<file path="config.mk">
export PLATFORM = sky130hd
export DESIGN_NAME = rtc_prescaler_square_wave_pin_irq
export DESIGN_NICKNAME = d
export VERILOG_FILES = /design/src/rtc_aux_pkg.sv /design/src/freeze_prescaler.sv /design/src/rtc_prescaler_square_wave_pin_irq.sv
export VERILOG_INCLUDE_DIRS = /design/src
export SDC_FILE = /design/constraint.sdc
export NUM_CORES = 1
export LEC_CHECK = 0
export BUFFER_PORTS_ARGS = -buffer_cell sky130_fd_sc_hd__buf_2
export CORE_MARGIN = 4
export CORE_UTILIZATION = 25
export CTS_CLUSTER_DIAMETER = 150
export DETAILED_ROUTE_END_ITERATION = 10
export PLACE_DENSITY_LB_ADDON = 0.2
export RECOVER_POWER = 100
export SYNTH_ARGS = -nofsm -noshare
export SYNTH_HDL_FRONTEND = slang
export SYNTH_SLANG_ARGS = --single-unit
</file>
<file path="constraint.sdc">
create_clock -name CLK -period 1.9 [get_ports CLK]
set_input_delay 0.38 -clock CLK [delete_from_list [all_inputs] [get_ports CLK]]
set_output_delay 0.38 -clock CLK [all_outputs]
set_load 0.05 [all_outputs]
</file>
<file path="src/rtc_aux_defs.svh">
// register offsets, field positions, reset values and timing counts
// assumes inclusion by bare name from the package only; the design files use its macros without including it
`ifndef RTC_AUX_DEFS_SVH
`define RTC_AUX_DEFS_SVH

`define ADDR_CTRL1        4'h0
`define ADDR_CTRL2        4'h1
`define ADDR_SQW_CTRL     4'hD

`define CTRL1_EXTERNAL_CLOCK_TEST    7
`define CTRL1_FREEZE      5
`define CTRL2_TIE         0
`define CTRL2_AIE         1
`define CTRL2_CDF         2
`define CTRL2_ALF         3
`define CTRL2_TP          4

`define CTRL1_RESET       8'h00
`define CTRL2_RESET       8'h00
`define SQW_CTRL_RESET    3'h0

`define OSC_HZ            32768
`define PULSE_HZ_8192     8192
`define PULSE_HZ_4096     4096
`define PULSE_HZ_128      128
`define PULSE_HZ_64       64
`define TICKS_8192        (`OSC_HZ / `PULSE_HZ_8192)
`define TICKS_4096        (`OSC_HZ / `PULSE_HZ_4096)
`define TICKS_128         (`OSC_HZ / `PULSE_HZ_128)
`define TICKS_64          (`OSC_HZ / `PULSE_HZ_64)

`define PRESCALER_STAGES  15
`define FREE_STAGES       2
`define TEST_DIV_BITS     6

`endif

</file>
<file path="src/rtc_aux_pkg.sv">
// types shared by the timekeeping support logic
// assumes rtc_aux_defs.svh is on the include path
package rtc_aux_pkg;
    `include "rtc_aux_defs.svh"

    typedef struct packed {
        logic tp;
        logic cdf;
        logic alf;
        logic alarm_irq_enable;
        logic timer_irq_enable;
    } ctrl2_t;

    typedef struct packed {
        logic       external_clock_test;
        logic       freeze;
    } ctrl1_t;

    typedef struct packed {
        logic       wr;
        logic [3:0] addr;
        logic [7:0] data;
    } reg_wr_t;

    typedef enum logic [1:0] {
        SRC_4096,
        SRC_64,
        SRC_1,
        SRC_1_60
    } timer_src_t;

    typedef enum {
        P_IDLE,
        P_ACTIVE
    } pulse_state_t;
endpackage

</file>
<file path="src/freeze_prescaler.sv">
// binary divide chain advanced on each oscillator tick
// assumes tick is a one-cycle strobe per oscillator rising edge
`timescale 1ns/1ps
`default_nettype none

module freeze_prescaler #(
    parameter int STAGES = `PRESCALER_STAGES,
    parameter int FREE   = `FREE_STAGES
) (
    input  wire logic              clk,
    input  wire logic              rst,
    input  wire logic              tick,
    input  wire logic              freeze,
    output logic [STAGES-1:0]      q
);
    import rtc_aux_pkg::*;

    initial
    begin
        if (FREE < 1 || STAGES <= FREE)
            $error("freeze_prescaler: bad stage counts");
    end

    logic [STAGES-1:0] q_nxt;

    always_comb
    begin
        q_nxt = q;
        if (tick)
        begin
            // first stage runs straight from the oscillator
            // oscillator clocks chain
            q_nxt = q + {{(STAGES-1){1'b0}}, 1'b1};
        end
        // upper stages cleared and held at zero
        // low two stages keep counting
        if (freeze)
        begin
            q_nxt[STAGES-1:FREE] = '0;
        end
    end

    always_ff @(posedge clk)
    begin
        if (rst)
            q <= '0;
        else
            q <= q_nxt;
    end
endmodule

`default_nettype wire

</file>
<file path="src/rtc_prescaler_square_wave_pin_irq.sv">
// prescaler, square-wave output, external clock test mode and interrupt pin
// assumes all inputs synchronous to CLK; OSC_IN is the 32.768 kHz oscillator level
//
// Operation
// timer interrupt reaches pin only when enabled
// 4096 Hz pulse half period if n=1
// 64 Hz pulse 1/128 or 1/64 s
// loaded zero stops, no pulses
// clearing countdown flag cuts pulse short
// level mode releases pin when enable cleared
// alarm enabled makes pin follow flag
// clearing alarm flag releases pin immediately
// frequency code decode, 111 holds low
// output enabled at reset, low when off
// divided outputs have equal high/low
// freeze holds 4096 Hz and slower low
// test mode makes pin input, 64 edges/second
// freeze clears test divider and holds it
// after freeze, first tick at 32 edges
// test entry prescaler state unknown
// freeze holds upper stages, no ticks
// lowest two stages run during freeze
// first tick 0.5 s after release
// second on final stage rising edge
// first stage clocked from oscillator
// host sequences test mode, pulses counted
// write zero clears flag, one keeps
// three sources wired-OR onto pin
// writes registered before use
`timescale 1ns/1ps
`default_nettype none

module rtc_prescaler_square_wave_pin_irq #(
    parameter int STAGES   = `PRESCALER_STAGES,
    parameter int TEST_DIV = `TEST_DIV_BITS
) (
    input  wire logic        CLK,
    input  wire logic        RST,
    input  wire logic        OSC_IN,
    input  wire logic        REG_WR,
    input  wire logic [3:0]  REG_ADDR,
    input  wire logic [7:0]  REG_WDATA,
    output logic      [7:0]  REG_RDATA,
    input  wire logic        TIMER_EVENT,
    input  wire logic [7:0]  TIMER_N,
    input  wire rtc_aux_pkg::timer_src_t TIMER_SRC,
    input  wire logic        ALARM_EVENT,
    input  wire logic        MS_IRQ,
    input  wire logic        SQW_I,
    output logic             SQW_O,
    output logic             SQW_OE,
    output logic             INT_N,
    output logic             SECOND_TICK
);
    import rtc_aux_pkg::*;

    initial
    begin
        if (STAGES != `PRESCALER_STAGES || TEST_DIV < 2)
            $error("rtc_prescaler_square_wave_pin_irq: unsupported divider widths");
    end

    ////////////////////////////////////////////////////////////////////////
    // register port

    reg_wr_t      wr_r;
    ctrl1_t       ctrl1_r;
    ctrl2_t       ctrl2_r;
    logic [2:0]   sqw_sel_r;
    logic         cdf_set;
    logic         alf_set;
    logic         wr_ctrl2;

    // writes registered first
    always_ff @(posedge CLK)
    begin
        if (RST)
            wr_r <= '0;
        else
            wr_r <= '{wr: REG_WR, addr: REG_ADDR, data: REG_WDATA};
    end

    assign wr_ctrl2 = wr_r.wr && wr_r.addr == `ADDR_CTRL2;
    // zero count produces nothing
    assign cdf_set  = TIMER_EVENT && TIMER_N != 8'h00;
    assign alf_set  = ALARM_EVENT;

    always_ff @(posedge CLK)
    begin
        if (RST)
        begin
            ctrl1_r <= '0;
        end
        else if (wr_r.wr && wr_r.addr == `ADDR_CTRL1)
        begin
            ctrl1_r.external_clock_test <= wr_r.data[`CTRL1_EXTERNAL_CLOCK_TEST];
            ctrl1_r.freeze              <= wr_r.data[`CTRL1_FREEZE];
        end
    end

    always_ff @(posedge CLK)
    begin
        if (RST)
        begin
            ctrl2_r <= '0;
        end
        else
        begin
            if (wr_ctrl2)
            begin
                ctrl2_r.timer_irq_enable <= wr_r.data[`CTRL2_TIE];
                ctrl2_r.alarm_irq_enable <= wr_r.data[`CTRL2_AIE];
                ctrl2_r.tp  <= wr_r.data[`CTRL2_TP];
            end
            // flags AND with written value
            // set wins over a clear in the same cycle
            ctrl2_r.cdf <= cdf_set || (ctrl2_r.cdf && !(wr_ctrl2 && !wr_r.data[`CTRL2_CDF]));
            ctrl2_r.alf <= alf_set || (ctrl2_r.alf && !(wr_ctrl2 && !wr_r.data[`CTRL2_ALF]));
        end
    end

    // default selection drives the oscillator out
    always_ff @(posedge CLK)
    begin
        if (RST)
            sqw_sel_r <= `SQW_CTRL_RESET;
        else if (wr_r.wr && wr_r.addr == `ADDR_SQW_CTRL)
            sqw_sel_r <= wr_r.data[2:0];
    end

    always_ff @(posedge CLK)
    begin
        if (RST)
            REG_RDATA <= 8'h00;
        else
        begin
            unique case (REG_ADDR)
                `ADDR_CTRL1:    REG_RDATA <= {ctrl1_r.external_clock_test, 1'b0, ctrl1_r.freeze, 5'h00};
                `ADDR_CTRL2:    REG_RDATA <= {3'h0, ctrl2_r.tp, ctrl2_r.alf, ctrl2_r.cdf,
                                              ctrl2_r.alarm_irq_enable, ctrl2_r.timer_irq_enable};
                `ADDR_SQW_CTRL: REG_RDATA <= {5'h00, sqw_sel_r};
                default:        REG_RDATA <= 8'h00;
            endcase
        end
    end

    ////////////////////////////////////////////////////////////////////////
    // oscillator prescaler and seconds

    logic              osc_r;
    logic              osc_d_r;
    logic              osc_tick;
    logic [STAGES-1:0] pre_q;
    logic              top_d_r;
    logic              sqw_in_d_r;
    logic [TEST_DIV-1:0] tdiv_r;
    logic              tdiv_top_d_r;

    always_ff @(posedge CLK)
    begin
        if (RST)
        begin
            osc_r   <= 1'b0;
            osc_d_r <= 1'b0;
        end
        else
        begin
            osc_r   <= OSC_IN;
            osc_d_r <= osc_r;
        end
    end

    assign osc_tick = osc_r && !osc_d_r;

    freeze_prescaler #(
        .STAGES (STAGES),
        .FREE   (`FREE_STAGES)
    ) u_pre (
        .clk    (CLK),
        .rst    (RST),
        .tick   (osc_tick),
        .freeze (ctrl1_r.freeze),
        .q      (pre_q)
    );

    // freeze clears test divider
    // no clear on test entry
    always_ff @(posedge CLK)
    begin
        if (RST)
        begin
            sqw_in_d_r <= 1'b1;
            tdiv_r     <= '0;
        end
        else
        begin
            sqw_in_d_r <= SQW_I;
            if (ctrl1_r.freeze)
                tdiv_r <= '0;
            else if (ctrl1_r.external_clock_test && SQW_I && !sqw_in_d_r)
                tdiv_r <= tdiv_r + {{(TEST_DIV-1){1'b0}}, 1'b1};
        end
    end

    // second on top stage rising
    // top test bit first rises after 32 edges
    always_ff @(posedge CLK)
    begin
        if (RST)
        begin
            top_d_r      <= 1'b0;
            tdiv_top_d_r <= 1'b0;
            SECOND_TICK  <= 1'b0;
        end
        else
        begin
            top_d_r      <= pre_q[STAGES-1];
            tdiv_top_d_r <= tdiv_r[TEST_DIV-1];
            // test pin replaces oscillator
            if (ctrl1_r.external_clock_test)
                SECOND_TICK <= tdiv_r[TEST_DIV-1] && !tdiv_top_d_r;
            else
                SECOND_TICK <= pre_q[STAGES-1] && !top_d_r;
        end
    end

    ////////////////////////////////////////////////////////////////////////
    // square-wave output

    function automatic logic sqw_level(input logic [2:0] sel, input logic osc,
                                       input logic [STAGES-1:0] q);
        // frequency decode
        // divided taps are exact halves
        unique case (sel)
            3'h0:    sqw_level = osc;
            3'h1:    sqw_level = q[0];
            3'h2:    sqw_level = q[1];
            3'h3:    sqw_level = q[2];
            3'h4:    sqw_level = q[3];
            3'h5:    sqw_level = q[4];
            3'h6:    sqw_level = q[STAGES-1];
            default: sqw_level = 1'b0;
        endcase
    endfunction

    // open drain: enable means pulling low
    // frozen taps read zero, so pin stays low
    always_ff @(posedge CLK)
    begin
        if (RST)
        begin
            SQW_O  <= 1'b0;
            SQW_OE <= 1'b0;
        end
        else
        begin
            SQW_O  <= 1'b0;
            // test mode releases the pin
            SQW_OE <= !ctrl1_r.external_clock_test && !sqw_level(sqw_sel_r, osc_r, pre_q);
        end
    end

    ////////////////////////////////////////////////////////////////////////
    // countdown pulse and interrupt pin

    pulse_state_t pst_r;
    logic [9:0]   pcnt_r;
    logic         pulse_act;
    logic         timer_irq;

    function automatic logic [9:0] pulse_ticks(input timer_src_t src, input logic n_one);
        unique case (src)
            // R2 4096 Hz source widths
            SRC_4096: pulse_ticks = n_one ? 10'(`TICKS_8192) : 10'(`TICKS_4096);
            // R3 64 Hz source widths
            SRC_64:   pulse_ticks = n_one ? 10'(`TICKS_128) : 10'(`TICKS_64);
            SRC_1,
            SRC_1_60: pulse_ticks = 10'(`TICKS_64);
        endcase
    endfunction

    always_ff @(posedge CLK)
    begin
        if (RST)
        begin
            pst_r  <= P_IDLE;
            pcnt_r <= 10'h000;
        end
        else
        begin
            unique case (pst_r)
                P_IDLE:
                begin
                    if (cdf_set)
                    begin
                        pst_r  <= P_ACTIVE;
                        pcnt_r <= pulse_ticks(TIMER_SRC, TIMER_N == 8'h01);
                    end
                end
                P_ACTIVE:
                begin
                    // cleared flag ends pulse
                    if (!ctrl2_r.cdf)
                        pst_r <= P_IDLE;
                    else if (osc_tick)
                    begin
                        pcnt_r <= pcnt_r - 10'h001;
                        if (pcnt_r == 10'h001)
                            pst_r <= P_IDLE;
                    end
                end
            endcase
        end
    end

    assign pulse_act = pst_r == P_ACTIVE;
    // enable and flag gate timer source
    // level mode follows enable and flag
    assign timer_irq = ctrl2_r.timer_irq_enable && ctrl2_r.cdf && (ctrl2_r.tp ? pulse_act : 1'b1);

    // wired-OR of three sources
    // alarm follows flag level
    always_ff @(posedge CLK)
    begin
        if (RST)
            INT_N <= 1'b1;
        else
            INT_N <= !(timer_irq || (ctrl2_r.alarm_irq_enable && ctrl2_r.alf) || MS_IRQ);
    end

    logic [9:0] h_width_r;
    logic [9:0] h_len_r;

    always_ff @(posedge CLK)
    begin
        if (RST || !pulse_act)
            h_len_r <= 10'h000;
        else if (osc_tick)
            h_len_r <= h_len_r + 10'h001;
        if (RST)
            h_width_r <= 10'h000;
        else if (!pulse_act && cdf_set)
            h_width_r <= pulse_ticks(TIMER_SRC, TIMER_N == 8'h01);
    end
endmodule

`default_nettype wire

</file>
==> results of run 1 <==
## where the power goes
part / leakage, nW / switching (mW) / internal [mW] / total, mW
clock: 0.149 / 0.585 / 1.04 / 1.63
combinational: 0.693 / 0.153 / 0.122 / 0.275
sequential: 0.563 / 0.0366 / 1.49 / 1.53
total: 1.41 / 0.775 / 2.65 / 3.43
## per-stage QoR
stage                     hold WS [ns]  power, mW  std cells
after floorplan                  0.419       1.72        321
after global placement           0.447       1.83        510
after detailed placement         0.455       1.83        510
after CTS                        0.245       3.49        526
after global routing             0.260       3.58        526
final                            0.259       3.43        526
## state kept, by name, indices dropped and copies added (netlist names)
signal and flops:
u_pre.q 15, wr_r 12, pcnt_r 10, REG_RDATA 7, tdiv_r 6, ctrl2_r 5
sqw_sel_r 3, ctrl1_r 2, INT_N 1, SECOND_TICK 1, SQW_OE 1, osc_d_r 1
osc_r 1, pst_r 1, sqw_in_d_r 1, tdiv_top_d_r 1, top_d_r 1
## cells in the final DEF (no fill, tap or decap), types with 10 or more instances in the layout
master and count:
buf_2 27, buf_4 15, nand3_1 11, nor2_1 40, a21oi_1 16, dfxtp_1 68, nor3_1 10, nor2b_1 17
inv_1 11, nand2_1 24, clkbuf_1 16
## what timing repair did
item / in CTS / in global routing
gates resized for setup: 1 / 4
hold endpoints to repair: 0 / 0
setup endpoints to repair: 1 / 2
## synthesized netlist by cell type (3+ instances only)
master / number
nand3_1: 11
a21oi_1: 16
a31oi_1: 3
mux2i_1: 9
nand4_1: 6
and3_1: 3
or4_4: 3
clkbuf_1: 6
xor2_1: 5
ha_1: 4
or4_1: 4
nand2_1: 24
nor3_1: 10
nor4_1: 5
nor2_1: 40
dfxtp_1: 69
o21ai_0: 9
inv_1: 11
xnor2_1: 9
nor2b_1: 17
or3_1: 5
## routing by layer
metal	part of all wire (%)	up-vias
met2	45	42
li1	-	1245
met1	49	1120
met5	0	-
met4	2.0	0
met3	4.4	12
## cell families after synthesis
kind of cell | after synthesis | synth area share [%]
compound gates | 52 | 11.7
xor+xnor | 14 | 4.21
fa+ha+maj | 4 | 1.72
buf+inv | 23 | 3.31
flops | 69 | 47.4
mux | 12 | 4.64
other cells | 1 | 0.129
simple gates | 145 | 26.9
## worst min path at each step
stage | startpoint | end | slack, ns
after floorplan | ctrl2_r[2] | REG_RDATA[3] | 0.42
after global placement | wr_r[4] | ctrl2_r[4] | 0.45
after detailed placement | ctrl2_r[2] | REG_RDATA[3] | 0.45
after CTS | REG_WDATA[3] | wr_r[3] | 0.25
after global routing | REG_WDATA[5] | wr_r[5] | 0.26
final | REG_WDATA[3] | wr_r[3] | 0.26
## area by class of cell
class	count	area, um2
Fill cell	1235	7760
Timing Repair Buffer	58	309
Sequential cell	69	1380
Multi-Input combinational cell	229	1460
Inverter	11	41.3
Tap cell	143	179
Clock inverter	5	50.0
Clock buffer	11	243
==> results.sh, run 1 <==
export IMPL_clock_latency_ns=0.33
export IMPL_worst_setup_path_type="reg -> reg"
export IMPL_cp_arrival_ns=2.07
export IMPL_hold_violations=0
export IMPL_overflow=0
export IMPL_synthToLayoutAreaGrowth_pct=25.7
export IMPL_rows=39
export IMPL_syn_inst=320
export IMPL_nNetsFinal=412
export IMPL_setup_slack_ns=0.0474
export IMPL_clk_pin_slew_worst_paths_ns=0.05
export IMPL_status="completed"
export IMPL_synth_flop_cell="dfxtp_1"
export IMPL_cts_tree="yes"
export IMPL_gp_congestion=0.798
export IMPL_r2r_setup_slack_ns=0.05
export IMPL_layout_drive_gt1_share_pct=18.8
export IMPL_finClkSkew_ns=0.00343
export IMPL_r2r_end="pcnt_r[7]"
export IMPL_firstDrtPassIters=4
export IMPL_hold_path_depth=2
export IMPL_wirelength_mm=6.53
export IMPL_utilization_pct=32.1
export IMPL_synth_seq_cells=69
export IMPL_yosysTopAreaCell="dfxtp_1"
export IMPL_setup_tns_ns=0
export IMPL_cts_buffers=9
export IMPL_post_dp_cell_area_um2=3380
export IMPL_design_area_um2=3660
export IMPL_crit_path_max_incr_delay_ns=0.54
export IMPL_ys_warn_count=0
export IMPL_grt_pass1_wl_mm=11.2
export IMPL_path_cells="or4_4, or4_4, a21oi_2, mux2_1"
export IMPL_die_area_um2=13400
export IMPL_route_detailed_drc=0
export IMPL_floorplan_initialDensity_pct=25.5
export IMPL_drt_vias_per_instance=4.60
export IMPL_grt_pass1_vias=2395
export IMPL_die_height_um=116
export IMPL_io_pins=42
export IMPL_cellPowerDensity_nw_per_um2=936
export IMPL_diodes=0
export IMPL_holdBufCountCts=0
export IMPL_cts_max_level=3
export IMPL_drt_iter0_drc=92
export IMPL_coreArea_um2=11400
export IMPL_cts_setup_buffers=0
export IMPL_syn_area_um2=2910
export IMPL_syn_avg_cell_area_um2=9.10
export IMPL_ir_worst_vdd_v=0.000620
export IMPL_async_flop_share_pct=0
export IMPL_ys_seq_area_share_pct=47.4
export IMPL_grt_max_degree=20
export IMPL_wl_per_cell_um=12.4
export IMPL_crit_buf_inv=0
export IMPL_fin_crit_ns=1.85
export IMPL_period_share_pct=97.5
export IMPL_grtUsageMet3_pct=3.60
export IMPL_r2r_start="pcnt_r[0]"
export IMPL_ys_types=61
export IMPL_hold_path_class="in -> reg"
export IMPL_vias=2419
export IMPL_rsz0062_at_grt="no"
export IMPL_gr_usage_met1_pct=13.6
export IMPL_cap_viol_max_count=0
export IMPL_max_freq_mhz=540
export IMPL_cts_sinks=69
export IMPL_path_delay_family="simple AND/OR/NAND/NOR gates"
export IMPL_startpoint="pcnt_r[0]"
export IMPL_antenna_left=0
export IMPL_startpoint_type="flop"
export IMPL_port_buffers=38
export IMPL_globalRoute_busiestLayer="met2"
export IMPL_place_ws_ns=0.00297
export IMPL_die_w_um=116
export IMPL_finalSetupViolations=0
export IMPL_cp_depth=4
export IMPL_met2_usage_pct=16.4
export IMPL_p_leak_nw=1.41
export IMPL_antenna_found_initial=0
export IMPL_netlist_area_leader_share_pct=47.4
export IMPL_crit_required_ns=2.12
export IMPL_netlist_top_cells_area="dfxtp_1, nor2_1, nor2b_1"
export IMPL_finalMaxSlewViolations=0
export IMPL_rr_worst_depth=4
export IMPL_synth_edff_count=0
export IMPL_worst_path_max_fanout=4
export IMPL_root_buffer="clkbuf_16"
export IMPL_cp_end_kind="flop"
export IMPL_maxSlewHeadroom_pct=55.1
export IMPL_critPathMostFrequentCell="or4_4"
export IMPL_cpMaxStageDelayCell="or4_4"
export IMPL_crit_path_end="pcnt_r[7]"
export IMPL_cts_buffer_depth=2
export IMPL_post_dp_hpwl_mm=4.81
export IMPL_worst_slew_pin_slew_ns=0.674
export IMPL_gr_usage_all_layers_pct=10.6
No activity file was read; power rests on OpenSTA's default activity.
==> run 2, diff against run 1 <==
==> constraint.sdc (replaced) <==
create_clock -name CLK -period 1.7 [get_ports CLK]
set_input_delay 0.34 -clock CLK [delete_from_list [all_inputs] [get_ports CLK]]
set_output_delay 0.34 -clock CLK [all_outputs]
set_load 0.05 [all_outputs]
==> results.sh, run 2 (synthesis gave the netlist of run 1 again) <==
export IMPL_status="finished, violations left"
export IMPL_violations="negative setup slack"
export IMPL_worst_path_max_fanout=2
export IMPL_largest_reg_flops=15
export IMPL_r2r_start="pcnt_r[2]"
export IMPL_hold_violations=0
export IMPL_grt_pass1_wl_mm=11.8
export IMPL_hold_path_depth=2
export IMPL_maxSlewHeadroom_pct=50.5
export IMPL_die_w_um=116
export IMPL_clk_pin_slew_worst_paths_ns=0.06
export IMPL_crit_required_ns=1.92
export IMPL_layout_commonest_cell="dfxtp_1"
export IMPL_top_regs="u_pre.q: 15 flops, wr_r: 12 flops, pcnt_r: 10 flops"
export IMPL_hold_path_class="in -> reg"
export IMPL_post_dp_hpwl_mm=5.03
export IMPL_period_share_pct=108
export IMPL_gr_usage_met1_pct=13.9
export IMPL_worst_setup_path_type="reg -> reg"
export IMPL_rows=39
export IMPL_gr_usage_all_layers_pct=11.0
export IMPL_cts_sinks=69
export IMPL_multi_input_area_um2=1480
export IMPL_final_cell_count_no_fill=538
export IMPL_io_pins=42
export IMPL_finalSetupViolations=1
export IMPL_largest_register="u_pre.q"
export IMPL_seqPwrFrac_pct=43.4
export IMPL_power_switching_mw=0.925
export IMPL_fin_crit_ns=1.83
export IMPL_grt_max_degree=20
export IMPL_cp_arrival_ns=2.05
export IMPL_design_area_um2=3770
export IMPL_drt_iter0_drc=122
export IMPL_dp_cells=522
export IMPL_final_cell_mix="dfxtp_1, nor2_1, buf_2"
export IMPL_cap_viol_max_count=0
export IMPL_place_ws_ns=-0.135
export IMPL_startpoint_type="flop"
export IMPL_diodes=0
export IMPL_antenna_found_initial=0
export IMPL_min_from="REG_WDATA[5]"
export IMPL_holdPathEnd="wr_r[5]"
export IMPL_cellPowerDensity_nw_per_um2=1040
export IMPL_rsz0062_at_grt="yes"
export IMPL_grt_pass1_vias=2497
export IMPL_finClkSkew_ns=0.00604
export IMPL_nNetsFinal=424
export IMPL_worst_slew_pin_slew_ns=0.743
export IMPL_holdBufCountCts=0
export IMPL_wl_per_cell_um=12.7
export IMPL_setup_slack_ns=-0.134
export IMPL_coreArea_um2=11400
export IMPL_synthToLayoutAreaGrowth_pct=29.4
export IMPL_die_height_um=116
export IMPL_p_leak_nw=1.45
export IMPL_layout_drive_gt1_share_pct=22.0
export IMPL_grtUsageMet3_pct=3.60
export IMPL_fillers=1229
export IMPL_post_dp_cell_area_um2=3480
export IMPL_overflow=0
export IMPL_switching_share_pct=23.6
export IMPL_seqCellArea_um2=1380
export IMPL_cts_tree="yes"
export IMPL_clockPowerShare_pct=47.8
export IMPL_clock_latency_ns=0.33
export IMPL_cts_buffer_depth=2
export IMPL_port_buffers=38
export IMPL_r2r_setup_slack_ns=-0.13
export IMPL_cts_buffers=9
export IMPL_power_internal_mw=2.99
export IMPL_globalRoute_busiestLayer="met2"
export IMPL_max_freq_mhz=545
export IMPL_rr_worst_depth=4
export IMPL_ir_worst_vdd_v=0.000530
export IMPL_floorplan_initialDensity_pct=25.5
export IMPL_utilization_pct=33.0
export IMPL_vias=2483
export IMPL_firstDrtPassIters=4
export IMPL_cp_end_kind="flop"
export IMPL_cts_setup_buffers=0
export IMPL_wirelength_mm=6.83
export IMPL_pwr_share_comb_pct=8.8
export IMPL_finalMaxSlewViolations=0
export IMPL_route_detailed_drc=0
export IMPL_r2r_end="pcnt_r[7]"
export IMPL_root_buffer="clkbuf_16"
export IMPL_met2_usage_pct=17.6
export IMPL_antenna_left=0
export IMPL_gp_congestion=0.723
export IMPL_cts_max_level=3
export IMPL_drt_vias_per_instance=4.62
export IMPL_die_area_um2=13400
## run 2: layout make-up
type | instances | area share [%]
Clock inverter | 6 | 1.66
Sequential cell | 69 | 36.7
Clock buffer | 10 | 6.34
Inverter | 11 | 1.10
Tap cell | 143 | 4.75
Multi-Input combinational cell | 229 | 39.2
Timing Repair Buffer | 70 | 10.3
## run 2: how the worst max path moves through the flow
stage	startpoint	endpoint	depth (start not counted)
CTS	pcnt_r[2]	pcnt_r[7]	4
finish	pcnt_r[2]	pcnt_r[7]	4
detailed placement	pcnt_r[3]	pcnt_r[7]	4
global placement	pcnt_r[3]	pcnt_r[7]	4
floorplan	pcnt_r[3]	pcnt_r[7]	4
global route	pcnt_r[2]	pcnt_r[7]	4
## run 2: routing by layer
metal,vias to the layer above,wire length (um)
met4,0,112
met2,49,3140
met5,-,0
li1,1271,-
met1,1151,3260
met3,12,316
## run 2: what timing repair did
action / in CTS / in global routing
gates resized for setup: 4 / 3
setup endpoints to repair: 3 / 6
pin swaps: 2 / 1
cloned: 0 / 0
## run 2: worst max-delay path: stages (launching register included)
cell and delay [ns]:
dfxtp_1 0.31, or4_4 0.54, or4_4 0.42, a21oi_2 0.14
mux2_4 0.31
## run 2: power by group through the flow
stage / Clock [mW] / Combinational [mW] / Sequential (mW)
finish: 1.87 / 0.346 / 1.70
global route: 2.01 / 0.385 / 1.70
CTS: 1.92 / 0.351 / 1.70
detailed placement: 0 / 0.336 / 1.73
global placement: 0 / 0.333 / 1.73
floorplan: 0 / 0.186 / 1.74
## run 2: stage by stage
step	hold slack (ns)	TNS (ns)	power [mW]
3_5_place_dp	0.445	-0.560	2.07
4_1_cts	0.208	-0.131	3.97
2_1_floorplan	0.419	-0.196	1.93
6_report	0.215	-0.134	3.91
3_3_place_gp	0.448	-0.334	2.06
5_1_grt	0.210	-0.302	4.09
